`config.mk`:
```
export PLATFORM = sky130hd
export DESIGN_NAME = gif_gpio
export DESIGN_NICKNAME = d
export VERILOG_FILES = /design/src/logic/gif_pkg.sv /design/src/logic/gif_gpio.sv /design/src/logic/gif_tick_div.sv /design/src/logic/gif_debounce.sv
export VERILOG_INCLUDE_DIRS = /design/src /design/src/logic
export SDC_FILE = /design/constraint.sdc
export NUM_CORES = 1
export LEC_CHECK = 0
export BUFFER_PORTS_ARGS = -buffer_cell sky130_fd_sc_hd__buf_2
export CORE_MARGIN = 1
export CORE_UTILIZATION = 50
export CTS_CLUSTER_SIZE = 40
export DETAILED_ROUTE_END_ITERATION = 10
export GPL_ROUTABILITY_DRIVEN = 1
export HOLD_SLACK_MARGIN = 0.15
export PLACE_DENSITY = 0.8
export SLEW_MARGIN = 20
export SYNTH_ARGS = -nofsm -noshare
export SYNTH_HDL_FRONTEND = slang
export SYNTH_SLANG_ARGS = --single-unit
```
`constraint.sdc`:
```
create_clock -name clock -period 2.71 [get_ports clock]
set_clock_uncertainty 0.2 [all_clocks]
set_input_delay 0.271 -clock clock [delete_from_list [all_inputs] [get_ports clock]]
set_output_delay 0.271 -clock clock [all_outputs]
set_load 0.01 [all_outputs]
```
`src/logic/gif_map.svh`:
```
// offsets, field positions, reset values and timing counts of the gpio unit
`ifndef GIF_MAP_SVH
`define GIF_MAP_SVH
`define GIF_OFS_PULL_HI 8'h68
`define GIF_OFS_PULL_LO 8'h69
`define GIF_OFS_EDGE_HI 8'h6a
`define GIF_OFS_EDGE_LO 8'h6b
`define GIF_OFS_DEBOUNCE 8'h6a
`define GIF_OFS_FADE_HI 8'h6a
`define GIF_OFS_FADE_LO 8'h6b
`define GIF_OFS_IRQ_SRC 8'h00
`define GIF_OFS_IN_STAT 8'h07
`define GIF_OFS_ONOFF 8'h0a
`define GIF_OFS_PIN_SEL 8'h0b
`define GIF_OFS_LEVEL 8'h0c
`define GIF_BANK_PULL_EDGE 2'h0
`define GIF_BANK_DEBOUNCE 2'h1
`define GIF_BANK_FADE 2'h2
`define GIF_BANK_CTRL 2'h3
`define GIF_IRQ_INPUT_BIT 4
`define GIF_PULL_RST 16'h0000
`define GIF_EDGE_RST 16'h0000
`define GIF_DEBOUNCE_RST 8'h00
`define GIF_FADE_RST 16'h2a50
`define GIF_DEB_SAMPLES 4'ha
`define GIF_CLK_HZ 20000000
`define GIF_DEB_PERIOD_US 1000
`define GIF_DEB_TICK_CYC ((`GIF_CLK_HZ / 1000000) * `GIF_DEB_PERIOD_US)
`define GIF_PHASE_PERIOD_US 1000
`define GIF_PHASE_CYC ((`GIF_CLK_HZ / 1000000) * `GIF_PHASE_PERIOD_US)
`endif

```
`src/logic/gif_pkg.sv`:
```
// types shared by the gpio unit
`default_nettype none
package gif_pkg;
    typedef enum logic [1:0] {
        GIF_EDGE_NONE, GIF_EDGE_RISE, GIF_EDGE_FALL, GIF_EDGE_BOTH
    } gif_edge_e;
    typedef enum logic [1:0] {
        GIF_FN_INPUT, GIF_FN_DIRECT, GIF_FN_FADE, GIF_FN_SPECIAL
    } gif_func_e;
    typedef enum logic [1:0] {
        GIF_FADE_SINGLE, GIF_FADE_CONT, GIF_FADE_REPEAT, GIF_FADE_RSVD
    } gif_fade_e;
    typedef struct packed {
        logic wr;
        logic rd;
        logic [1:0] bank;
        logic [7:0] addr;
        logic [7:0] wdata;
    } gif_req_s;
    typedef struct packed {
        logic [7:0][1:0] func;
        logic [7:0] pwrup;
        logic [7:0] auto;
        logic [7:0][7:0] on_lvl;
        logic [7:0][7:0] off_lvl;
    } gif_pincfg_s;
    typedef struct packed {
        logic [23:0] cnt;
        logic tick;
    } gif_div_s;
    typedef struct packed {
        logic [2:0] sync;
        logic cand;
        logic [3:0] cnt;
        logic level;
    } gif_deb_s;
    typedef struct packed {
        logic [15:0] pend_pull;
        logic [15:0] pend_edge;
        logic [7:0] pend_deb;
        logic [15:0] pend_fade;
        logic [7:0] pend_onoff;
        logic [2:0] pend_sel;
        logic pend_lvl_we;
        logic [7:0] pend_lvl;
        logic [15:0] pull;
        logic [15:0] edge_sel;
        logic [7:0] deb;
        logic [15:0] fade;
        logic [7:0] onoff;
        logic [7:0][7:0] intens;
        logic [7:0] irq_src;
        logic [7:0] prev;
        logic [7:0] stat;
        logic irq_n;
        logic wake;
        logic pwr_done;
        logic [7:0] rdata;
        logic [7:0] pu;
        logic [7:0] pd;
        logic [15:0] fade_out;
    } gif_top_s;
endpackage
`default_nettype wire

```
`src/logic/gif_gpio.sv`:
```
// gpio unit: edge interrupts, debounce, pull and fade selection, levels
`include "gif_map.svh"
`default_nettype none
module gif_gpio #(
    parameter int unsigned DEB_TICK_CYC = `GIF_DEB_TICK_CYC,
    parameter int unsigned PHASE_CYC = `GIF_PHASE_CYC
) (
    input wire logic clock,
    input wire logic reset_n,
    input wire gif_pkg::gif_req_s host_req,
    output logic [7:0] host_rdata,
    input wire logic [7:0] general_input_pin,
    input wire gif_pkg::gif_pincfg_s pin_cfg,
    input wire logic low_power_mode,
    output logic irq_out_n,
    output logic wake_request,
    output logic [7:0] pull_up_en,
    output logic [7:0] pull_down_en,
    output logic [15:0] fade_mode_out,
    output logic [7:0] fading_output_onoff,
    output logic [63:0] direct_output_level
);
    import gif_pkg::*;
    gif_top_s s, next_s;
    logic ms_tick;
    logic phase_tick;
    logic [7:0] lvl;
    logic [7:0] is_in;
    logic [7:0] hit;
    logic [7:0] pu_v;
    logic [7:0] pd_v;
    logic [15:0] fade_v;
    logic [7:0] pwr_val4;
    logic ctrl_wr;
    logic ctrl_rd;

    gif_tick_div #(.CYCLES(DEB_TICK_CYC)) u_ms_div (
        .clock(clock),
        .reset_n(reset_n),
        .tick(ms_tick)
    );
    // phase start is where pending writes become active
    gif_tick_div #(.CYCLES(PHASE_CYC)) u_phase_div (
        .clock(clock),
        .reset_n(reset_n),
        .tick(phase_tick)
    );

    for (genvar i = 0; i < 8; i++) begin : g_pin
        logic [1:0] es;
        logic [1:0] ps;
        gif_fade_e fm;
        assign is_in[i] = pin_cfg.func[i] == GIF_FN_INPUT;
        assign es = s.edge_sel[2*i +: 2];
        assign ps = s.pull[2*i +: 2];
        assign fm = gif_fade_e'(s.fade[2*i +: 2]);
        gif_debounce u_deb (
            .clock(clock),
            .reset_n(reset_n),
            .pin(general_input_pin[i]),
            .sample_tick(ms_tick),
            .enable(s.deb[i] & is_in[i]),
            .level(lvl[i])
        );
        assign hit[i] = is_in[i] & (
            (es == GIF_EDGE_RISE & lvl[i] & ~s.prev[i]) |
            (es == GIF_EDGE_FALL & ~lvl[i] & s.prev[i]) |
            (es == GIF_EDGE_BOTH & (lvl[i] != s.prev[i])));
        assign pu_v[i] = is_in[i] & (ps == 2'h1);
        assign pd_v[i] = is_in[i] & (ps == 2'h2);
        assign fade_v[2*i +: 2] = (pin_cfg.func[i] != GIF_FN_FADE) ? 2'h0 :
            (fm == GIF_FADE_RSVD) ? GIF_FADE_SINGLE : fm;
    end

    assign ctrl_wr = host_req.wr & (host_req.bank == `GIF_BANK_CTRL);
    assign ctrl_rd = host_req.rd & (host_req.bank == `GIF_BANK_CTRL);
    assign pwr_val4 = pin_cfg.pwrup[4] ? pin_cfg.on_lvl[4] :
        pin_cfg.off_lvl[4];

    always_comb begin
        next_s = s;
        next_s.wake = 1'b0;
        next_s.prev = lvl;
        next_s.stat = lvl & is_in;
        next_s.pu = pu_v;
        next_s.pd = pd_v;
        next_s.fade_out = fade_v;
        if (!s.pwr_done) begin
            next_s.pwr_done = 1'b1;
            for (int i = 0; i < 8; i++) begin
                if (pin_cfg.func[i] == GIF_FN_DIRECT) begin
                    next_s.intens[i] = pin_cfg.pwrup[i] ?
                        pin_cfg.on_lvl[i] : pin_cfg.off_lvl[i];
                end
            end
        end
        if (phase_tick) begin
            next_s.pull = s.pend_pull;
            next_s.edge_sel = s.pend_edge;
            next_s.deb = s.pend_deb;
            next_s.fade = s.pend_fade;
            next_s.onoff = s.pend_onoff;
            next_s.pend_lvl_we = 1'b0;
            if (s.pend_lvl_we &&
                pin_cfg.func[s.pend_sel] == GIF_FN_DIRECT) begin
                next_s.intens[s.pend_sel] = s.pend_lvl;
            end
        end
        if (host_req.wr) begin
            case ({host_req.bank, host_req.addr})
                {`GIF_BANK_PULL_EDGE, `GIF_OFS_PULL_HI}:
                    next_s.pend_pull[15:8] = host_req.wdata;
                {`GIF_BANK_PULL_EDGE, `GIF_OFS_PULL_LO}:
                    next_s.pend_pull[7:0] = host_req.wdata;
                {`GIF_BANK_PULL_EDGE, `GIF_OFS_EDGE_HI}:
                    next_s.pend_edge[15:8] = host_req.wdata;
                {`GIF_BANK_PULL_EDGE, `GIF_OFS_EDGE_LO}:
                    next_s.pend_edge[7:0] = host_req.wdata;
                {`GIF_BANK_DEBOUNCE, `GIF_OFS_DEBOUNCE}:
                    next_s.pend_deb = host_req.wdata;
                {`GIF_BANK_FADE, `GIF_OFS_FADE_HI}:
                    next_s.pend_fade[15:8] = host_req.wdata;
                {`GIF_BANK_FADE, `GIF_OFS_FADE_LO}:
                    next_s.pend_fade[7:0] = host_req.wdata;
                {`GIF_BANK_CTRL, `GIF_OFS_ONOFF}:
                    next_s.pend_onoff = (host_req.wdata & ~pin_cfg.auto) |
                        (s.pend_onoff & pin_cfg.auto);
                {`GIF_BANK_CTRL, `GIF_OFS_PIN_SEL}:
                    next_s.pend_sel = host_req.wdata[2:0];
                {`GIF_BANK_CTRL, `GIF_OFS_LEVEL}: begin
                    next_s.pend_lvl = host_req.wdata;
                    next_s.pend_lvl_we = 1'b1;
                end
                default: ;
            endcase
        end
        if (host_req.rd) begin
            case ({host_req.bank, host_req.addr})
                {`GIF_BANK_PULL_EDGE, `GIF_OFS_PULL_HI}:
                    next_s.rdata = s.pend_pull[15:8];
                {`GIF_BANK_PULL_EDGE, `GIF_OFS_PULL_LO}:
                    next_s.rdata = s.pend_pull[7:0];
                {`GIF_BANK_PULL_EDGE, `GIF_OFS_EDGE_HI}:
                    next_s.rdata = s.pend_edge[15:8];
                {`GIF_BANK_PULL_EDGE, `GIF_OFS_EDGE_LO}:
                    next_s.rdata = s.pend_edge[7:0];
                {`GIF_BANK_DEBOUNCE, `GIF_OFS_DEBOUNCE}:
                    next_s.rdata = s.pend_deb;
                {`GIF_BANK_FADE, `GIF_OFS_FADE_HI}:
                    next_s.rdata = s.pend_fade[15:8];
                {`GIF_BANK_FADE, `GIF_OFS_FADE_LO}:
                    next_s.rdata = s.pend_fade[7:0];
                {`GIF_BANK_CTRL, `GIF_OFS_IRQ_SRC}:
                    next_s.rdata = s.irq_src;
                {`GIF_BANK_CTRL, `GIF_OFS_IN_STAT}:
                    next_s.rdata = s.stat;
                {`GIF_BANK_CTRL, `GIF_OFS_ONOFF}:
                    next_s.rdata = s.pend_onoff;
                {`GIF_BANK_CTRL, `GIF_OFS_PIN_SEL}:
                    next_s.rdata = {5'h00, s.pend_sel};
                {`GIF_BANK_CTRL, `GIF_OFS_LEVEL}:
                    next_s.rdata = s.intens[s.pend_sel];
                default:
                    next_s.rdata = 8'h00;
            endcase
        end
        // read clears the source; a new edge in the same cycle wins
        if (ctrl_rd && host_req.addr == `GIF_OFS_IRQ_SRC) begin
            next_s.irq_src = 8'h00;
        end
        if (|hit) begin
            next_s.irq_src[`GIF_IRQ_INPUT_BIT] = 1'b1;
        end
        next_s.irq_n = ~|next_s.irq_src;
        next_s.wake = (|hit) & low_power_mode;
    end

    always_ff @(posedge clock or negedge reset_n) begin
        if (!reset_n) begin
            s <= '0;
            s.pend_pull <= `GIF_PULL_RST;
            s.pull <= `GIF_PULL_RST;
            s.pend_edge <= `GIF_EDGE_RST;
            s.edge_sel <= `GIF_EDGE_RST;
            s.pend_deb <= `GIF_DEBOUNCE_RST;
            s.deb <= `GIF_DEBOUNCE_RST;
            s.pend_fade <= `GIF_FADE_RST;
            s.fade <= `GIF_FADE_RST;
            s.irq_n <= 1'b1;
        end else begin
            s <= next_s;
        end
    end

    assign host_rdata = s.rdata;
    assign irq_out_n = s.irq_n;
    assign wake_request = s.wake;
    assign pull_up_en = s.pu;
    assign pull_down_en = s.pd;
    assign fade_mode_out = s.fade_out;
    assign fading_output_onoff = s.onoff;
    assign direct_output_level = s.intens;
endmodule
`default_nettype wire

```
`src/logic/gif_tick_div.sv`:
```
// divider giving a one-cycle enable pulse every CYCLES clocks
`default_nettype none
module gif_tick_div #(
    parameter int unsigned CYCLES = 20000
) (
    input wire logic clock,
    input wire logic reset_n,
    output logic tick
);
    import gif_pkg::*;
    gif_div_s s, next_s;
    always_comb begin
        next_s = s;
        next_s.tick = 1'b0;
        if (s.cnt == 24'(CYCLES - 1)) begin
            next_s.cnt = '0;
            next_s.tick = 1'b1;
        end else begin
            next_s.cnt = s.cnt + 24'h1;
        end
    end
    always_ff @(posedge clock or negedge reset_n) begin
        if (!reset_n) begin
            s <= '0;
        end else begin
            s <= next_s;
        end
    end
    assign tick = s.tick;
endmodule
`default_nettype wire

```
`src/logic/gif_debounce.sv`:
```
// one input pin: three-stage synchroniser and optional sample debounce
`include "gif_map.svh"
`default_nettype none
module gif_debounce (
    input wire logic clock,
    input wire logic reset_n,
    input wire logic pin,
    input wire logic sample_tick,
    input wire logic enable,
    output logic level
);
    import gif_pkg::*;
    gif_deb_s s, next_s;
    always_comb begin
        next_s = s;
        next_s.sync = {s.sync[1:0], pin};
        if (!enable) begin
            next_s.cnt = '0;
            // second and third stage must agree
            if (s.sync[1] == s.sync[2]) begin
                next_s.level = s.sync[2];
            end
        end else if (sample_tick) begin
            if (s.sync[2] != s.cand) begin
                next_s.cand = s.sync[2];
                next_s.cnt = 4'h1;
            end else if (s.cnt != `GIF_DEB_SAMPLES) begin
                next_s.cnt = s.cnt + 4'h1;
                if (s.cnt + 4'h1 == `GIF_DEB_SAMPLES) begin
                    next_s.level = s.cand;
                end
            end
        end
    end
    always_ff @(posedge clock or negedge reset_n) begin
        if (!reset_n) begin
            s <= '0;
        end else begin
            s <= next_s;
        end
    end
    assign level = s.level;
endmodule
`default_nettype wire

```
* Word-level counts from Yosys, hierarchy flattened
Cells that the tools add are included.
** Operators by class
- Equality and inequality tests :: 160
- Muxes and demuxes :: 108
- Add/subtract/negate cells :: 10
- Bitwise gates (word level) :: 111
- Reduce and logical (&&, ||, !) cells :: 57
- Magnitude comparators :: 2
** Operators by type and width (count)
- 64-bit 2-to-1 mux :: 3
- 8-bit 2-to-1 mux :: 19
- 5-bit 2-to-1 mux :: 24
- 8-bit case mux with 12 select lines :: 1
- 2-bit inequality test (second input constant) :: 40
- 1-bit bitwise AND :: 74
- 10-bit == test (second input constant) :: 7
- 2-bit == test (second input constant) :: 33
- 64-bit bitwise mux :: 1
- 2-bit by 1-bit == test with 1-bit output (second input constant) :: 25
- 24-bit by 1-bit adder with 24-bit output (second input constant) :: 2
- 24-bit by 15-bit == test with 1-bit output (second input constant) :: 2
- 24-bit 2-to-1 mux :: 2
- 10-bit by 7-bit == test with 1-bit output (second input constant) :: 4
- 5-bit AND reduction :: 8
- 2-bit AND reduction :: 18
- 2-bit 2-to-1 mux :: 17
- 4-bit by 1-bit adder with 4-bit output (second input constant) :: 8
- 4-bit == test (second input constant) :: 8
- 4-bit 2-to-1 mux :: 8
- 4-bit inequality test (second input constant) :: 8
- 1-bit 2-to-1 mux :: 28
- 8-bit bitwise AND :: 3
- 8-bit binary-select mux with 3-bit select :: 1
- other kinds (20) :: 104
** Storage, ports and cells
- Output and inout port bits :: 114
- Word-level logic and storage cells :: 518
- Register bits :: 393
- Input bits :: 191

* Depth between registers and ports, before layout
- Word-level depth :: 10
- Gate-level depth with buffers :: 7
- Mapped depth without buffers :: 7

* Cells and area by module
A second synthesis with hierarchy kept.
** Second synthesis, totals
- Cells, all modules :: 1756
- Area, all modules :: 20409.6 um2
** Modules (own cells, without submodules)
- gif_gpio :: cells each 1171, seq. area each 6795.3 um2, times used 1, area each 13857.0 um2
- gif_debounce at g_pin[1].u_deb ... :: cells each 47, seq. area each 225.2 um2, times used 7, area each 523.0 um2
- gif_tick_div :: cells each 105, seq. area each 625.6 um2, times used 2, area each 1188.6 um2
- gif_debounce at g_pin[0].u_deb :: cells each 46, seq. area each 225.2 um2, times used 1, area each 514.2 um2

* Least setup slack after synthesis
OpenSTA, ideal clock, no wires.
- Path type :: flip-flop to flip-flop
- Start point :: register s[205] (netlist name)
- End point :: register s, in the netlist host_rdata[7]
- Path slack :: 0.758 ns
- Period minus slack after synthesis :: 1.952 ns
- Arrival time :: 1.618 ns
- Path buffers :: 1
- Cell stages (with the launch flop) :: 7
- Setup time :: 0.134 ns
- Required time :: 2.376 ns
- Cell sequence :: dfrtp_1 > buf_6 > mux4_2 > mux2i_1 > nor2_1 > a2111oi_0 > a21oi_1
** On the way
- Word-level cells in the longest chain between the ends :: 3
** Ends and longest elaborated chain
- from (decl) :: RTL line gif_gpio.sv:24 : gif_top_s s, next_s;
- from (signal assigned) :: RTL line gif_gpio.sv:191 : s <= next_s;
- 8-bit binary-select mux with 3-bit select :: RTL line gif_gpio.sv:162 : next_s.rdata = s.intens[s.pend_sel];
- 8-bit 2-to-1 mux (not written as such) :: RTL line gif_gpio.sv:162
- 8-bit case mux with 12 select lines :: RTL line gif_gpio.sv:138 : case ({host_req.bank, host_req.addr})
No other way between the ends. The select of a mux whose other input is x is not followed.
A chain may end at the register's enable or synchronous reset.

* Worst setup path after layout
- Start point :: register s[205] (netlist name)
- End point :: register s, in the netlist host_rdata[3]
Same word-level chain as after synthesis.

==> flow_metrics.env <==
export IMPL_result_of_the_run="completed"
export IMPL_synth_mux_area_share_pct=15.0
export IMPL_postPlaceCellArea_sq_um=21300
export IMPL_final_instance_area_sq_um=24700
export IMPL_grt_start_max_net_pins=79
export IMPL_critical_path_startpoint="s[205]"
export IMPL_die_area_sq_um=40600
export IMPL_cts_num_sinks=393
export IMPL_hp_start="g_pin[0].u_deb.next_s[7]"
export IMPL_synth_xor_area_share_pct=2.25
export IMPL_path_cells="buf_4 -> mux4_2 -> mux2i_1 -> nor2_1 -> nor4b_1 -> o2bb2ai_1"
export IMPL_htreeDepth=2
export IMPL_numCtsBuffers=41
export IMPL_avgViaCountPerCell=5.89
export IMPL_gp_congestion=0.993
export IMPL_synth_compound_area_share_pct=9.45
export IMPL_arrival_ns=2.63
export IMPL_main_combinational_cell_family_by_area_after_synthesis="simple AND/OR/NAND/NOR gates"
export IMPL_cp_slowest_cell="dfrtp_1"
export IMPL_postCtsSetupRepairBufs=0
export IMPL_place_worst_setup_slack_ns=0.352
export IMPL_num_rows=72
export IMPL_yosys_warning_total=0
export IMPL_endpoint_kind="flip-flop"
export IMPL_port_buffer_count=304
export IMPL_core_area_sq_um=38900
export IMPL_drt_antenna_violating_nets=0
export IMPL_clock_latency_ns=0.56
export IMPL_final_cells=2785
export IMPL_critPathKind="flip-flop to flip-flop"
export IMPL_synth_cells=1828
export IMPL_yosys_most_used_dff="dfrtp_1"
export IMPL_die_x_um=201
export IMPL_post_synth_instance_area_sq_um=19900
export IMPL_netlist_top_cell_by_area="dfrtp_1"
export IMPL_total_power_mw=13.6
export IMPL_syn2layout_area_growth_pct=24.1
export IMPL_clock_fmax_mhz=417
export IMPL_path_clk_slew_ns=0.06
export IMPL_synth_sequential_area_ratio_pct=49.5
export IMPL_setup_worst_path_start_class="flip-flop"
export IMPL_nNetsFinal=2454
export IMPL_slew_headroom_pct=35.7
export IMPL_drt_wl_total_mm=62.1
export IMPL_hold_viol_final=0
export IMPL_number_of_design_rule_violations_left_after_detail_routing=0
export IMPL_antenna_violations_before_repair=1
export IMPL_fillerInstances=2813
export IMPL_critical_path_top_delay_family="multiplexers"
export IMPL_worst_path_required_ns=2.94
export IMPL_synth_enable_flop_cells=0
export IMPL_worst_path_buffer_plus_inverter_count=1
export IMPL_critical_path_peak_fanout=9
export IMPL_final_number_of_max_transition_violations=0
export IMPL_first_pass_iters=6
export IMPL_leakagePower_nw=11.4
export IMPL_chip_height_um=201
export IMPL_post_synthesis_register_bit_count=393
export IMPL_mostFrequentLayoutCell="dfrtp_1"
export IMPL_max_stage_delay_ns=0.60
export IMPL_cts_resized_gates=0
export IMPL_max_slew_worst_pin_slew_ns=0.963
export IMPL_grt_overflow=0
export IMPL_period_share_pct=88.4
export IMPL_drv_max_cap_violation_count=0
export IMPL_place_detailed_instances=2509
export IMPL_yosys_area_share_simple_pct=15.2
export IMPL_setup_violations=0
export IMPL_synth_lib_cells_used_distinct=89
export IMPL_post_route_cells_drive_above_1_share_pct=27.0
export IMPL_multiInputGateArea_sq_um=8720
export IMPL_wire_length_of_the_first_global_routing_pass_mm=96.5
export IMPL_rsz0062_at_grt="no"
export IMPL_pin_count=305
export IMPL_synth_largest_type_area_fraction_pct=48.1
export IMPL_mostFrequentLayoutCells="dfrtp_1 (381), buf_2 (303), nand2_1 (216), dlygate4sd3_1 (202), o21ai_0 (137)"
export IMPL_global_route_usage_total_pct=30.5
export IMPL_ys_async_sr_fraction_pct=100
export IMPL_critical_path_reg2reg_startpoint="s[205]"
export IMPL_fin_crit_ns=2.40
export IMPL_postSynthNetCount=2045
export IMPL_synthesis_area_per_instance_sq_um=10.9
export IMPL_utilization_pct=63.4
export IMPL_total_number_of_vias=16400
export IMPL_routed_wire_length_per_instance_um=22.3
export IMPL_layout_setup_ws_ns=0.314
export IMPL_cts_buffer_depth=3
export IMPL_worst_ir_drop_vdd_v=0.000365
export IMPL_ff_latch_area_sq_um=9850
export IMPL_min_delay_path_class="flip-flop to flip-flop"
export IMPL_cts_tree="built"
export IMPL_power_per_unit_of_standard_cell_area_nw_per_um2=550
export IMPL_initial_drc_count=1496
export IMPL_cts_root_buffer="clkbuf_16"
export IMPL_floorplan_initialDensity_pct=51.1
export IMPL_adder_cell_area_share_of_the_yosys_netlist_pct=1.94
export IMPL_cell_types_with_the_largest_area_share_after_synthesis="dfrtp_1 (48%), mux2_2 (7.2%), mux2i_1 (4.7%), buf_4 (4.3%), nand2_1 (4.1%)"
export IMPL_hold_ws_ns=0.148
export IMPL_dpl_hpwl_mm=42.1
export IMPL_post_route_setup_tns_ns=0
export IMPL_first_global_vias=17000
-- final timing paths --
kind                                             to  slack (ns)  depth (start not counted)
max                                   host_rdata[3]        0.31                          6
min                        g_pin[0].u_deb.next_s[8]        0.15                          0
max reg2reg                           host_rdata[3]        0.31                          6
min reg2reg                g_pin[0].u_deb.next_s[8]        0.15                          0
max in group asynchronous            g_pin[6].fm[1]        1.65                          3
min in group asynchronous                    s[228]        0.21                          2
-- registers in the layout (all words and copies together) (netlist names), 8 cells and up, named ones only --
name	count
g_pin.u_deb.next_s	16
g_pin.u_deb.s	48
pull_up_en	8
g_pin.fm	16
g_pin.es	16
pull_down_en	8
u_ms_div.s	24
g_pin.ps	16
direct_output_level	64
g_pin.u_deb.level	8
host_rdata	8
fading_output_onoff	8
u_phase_div.s	24
s	101
fade_mode_out	16
-- layer usage --
metal  vias to the layer above  share of wire [%]  GRT usage, %
li1                       7201                  -             -
met4                         0                6.1          17.9
met2                       840                 49          51.9
met3                       244                6.5          5.02
met1                      8132                 39          36.6
met5                         -                  0             0
-- worst register-to-register path: stages (launching register included) --
cell and delay, ns:
dfrtp_1 0.60, buf_4 0.26, mux4_2 0.52, mux2i_1 0.24, nor2_1 0.08, nor4b_1 0.29, o2bb2ai_1 0.09
-- timing repair --
item                       4_1_cts  5_1_grt
hold buffers                   203        0
hold endpoints to repair       628        0
setup endpoints to repair        0        0
-- cells in the mapped netlist, drive strengths merged, types with 29 or more instances --
cell and count:
a21oi 30, buf 137, clkbuf 49, dfrtp 382, inv 41, mux2 151, mux2i 93, nand2 218
nand3 45, nor2 85, o21ai 165, xnor2 29
-- cell type report --
type	count	area share [%]
Multi-Input combinational cell	1208	35.3
Tap cell	518	2.63
Sequential cell	393	39.9
Timing Repair Buffer	552	16.1
Clock inverter	9	0.426
Antenna cell	1	0.0101
Inverter	41	0.624
Clock buffer	63	4.91
-- cell families (layout without fill, tap and decap cells) --
logic type	Yosys count	count (layout)
and+or+nand+nor	558	558
DFF	393	393
AOI/OAI and AO/OA	306	306
muxes	260	260
buffers and inverters	227	665
xor gates and xnor gates	51	51
adders and majority gates	32	32
other	1	2
-- power breakdown --
group / switching (mW) / internal [mW]
Combinational: 0.806 / 0.714
Clock: 2.32 / 3.27
Sequential: 0.352 / 6.11
Total: 3.48 / 10.1
Note: power is estimated with default switching activity, not from simulation.
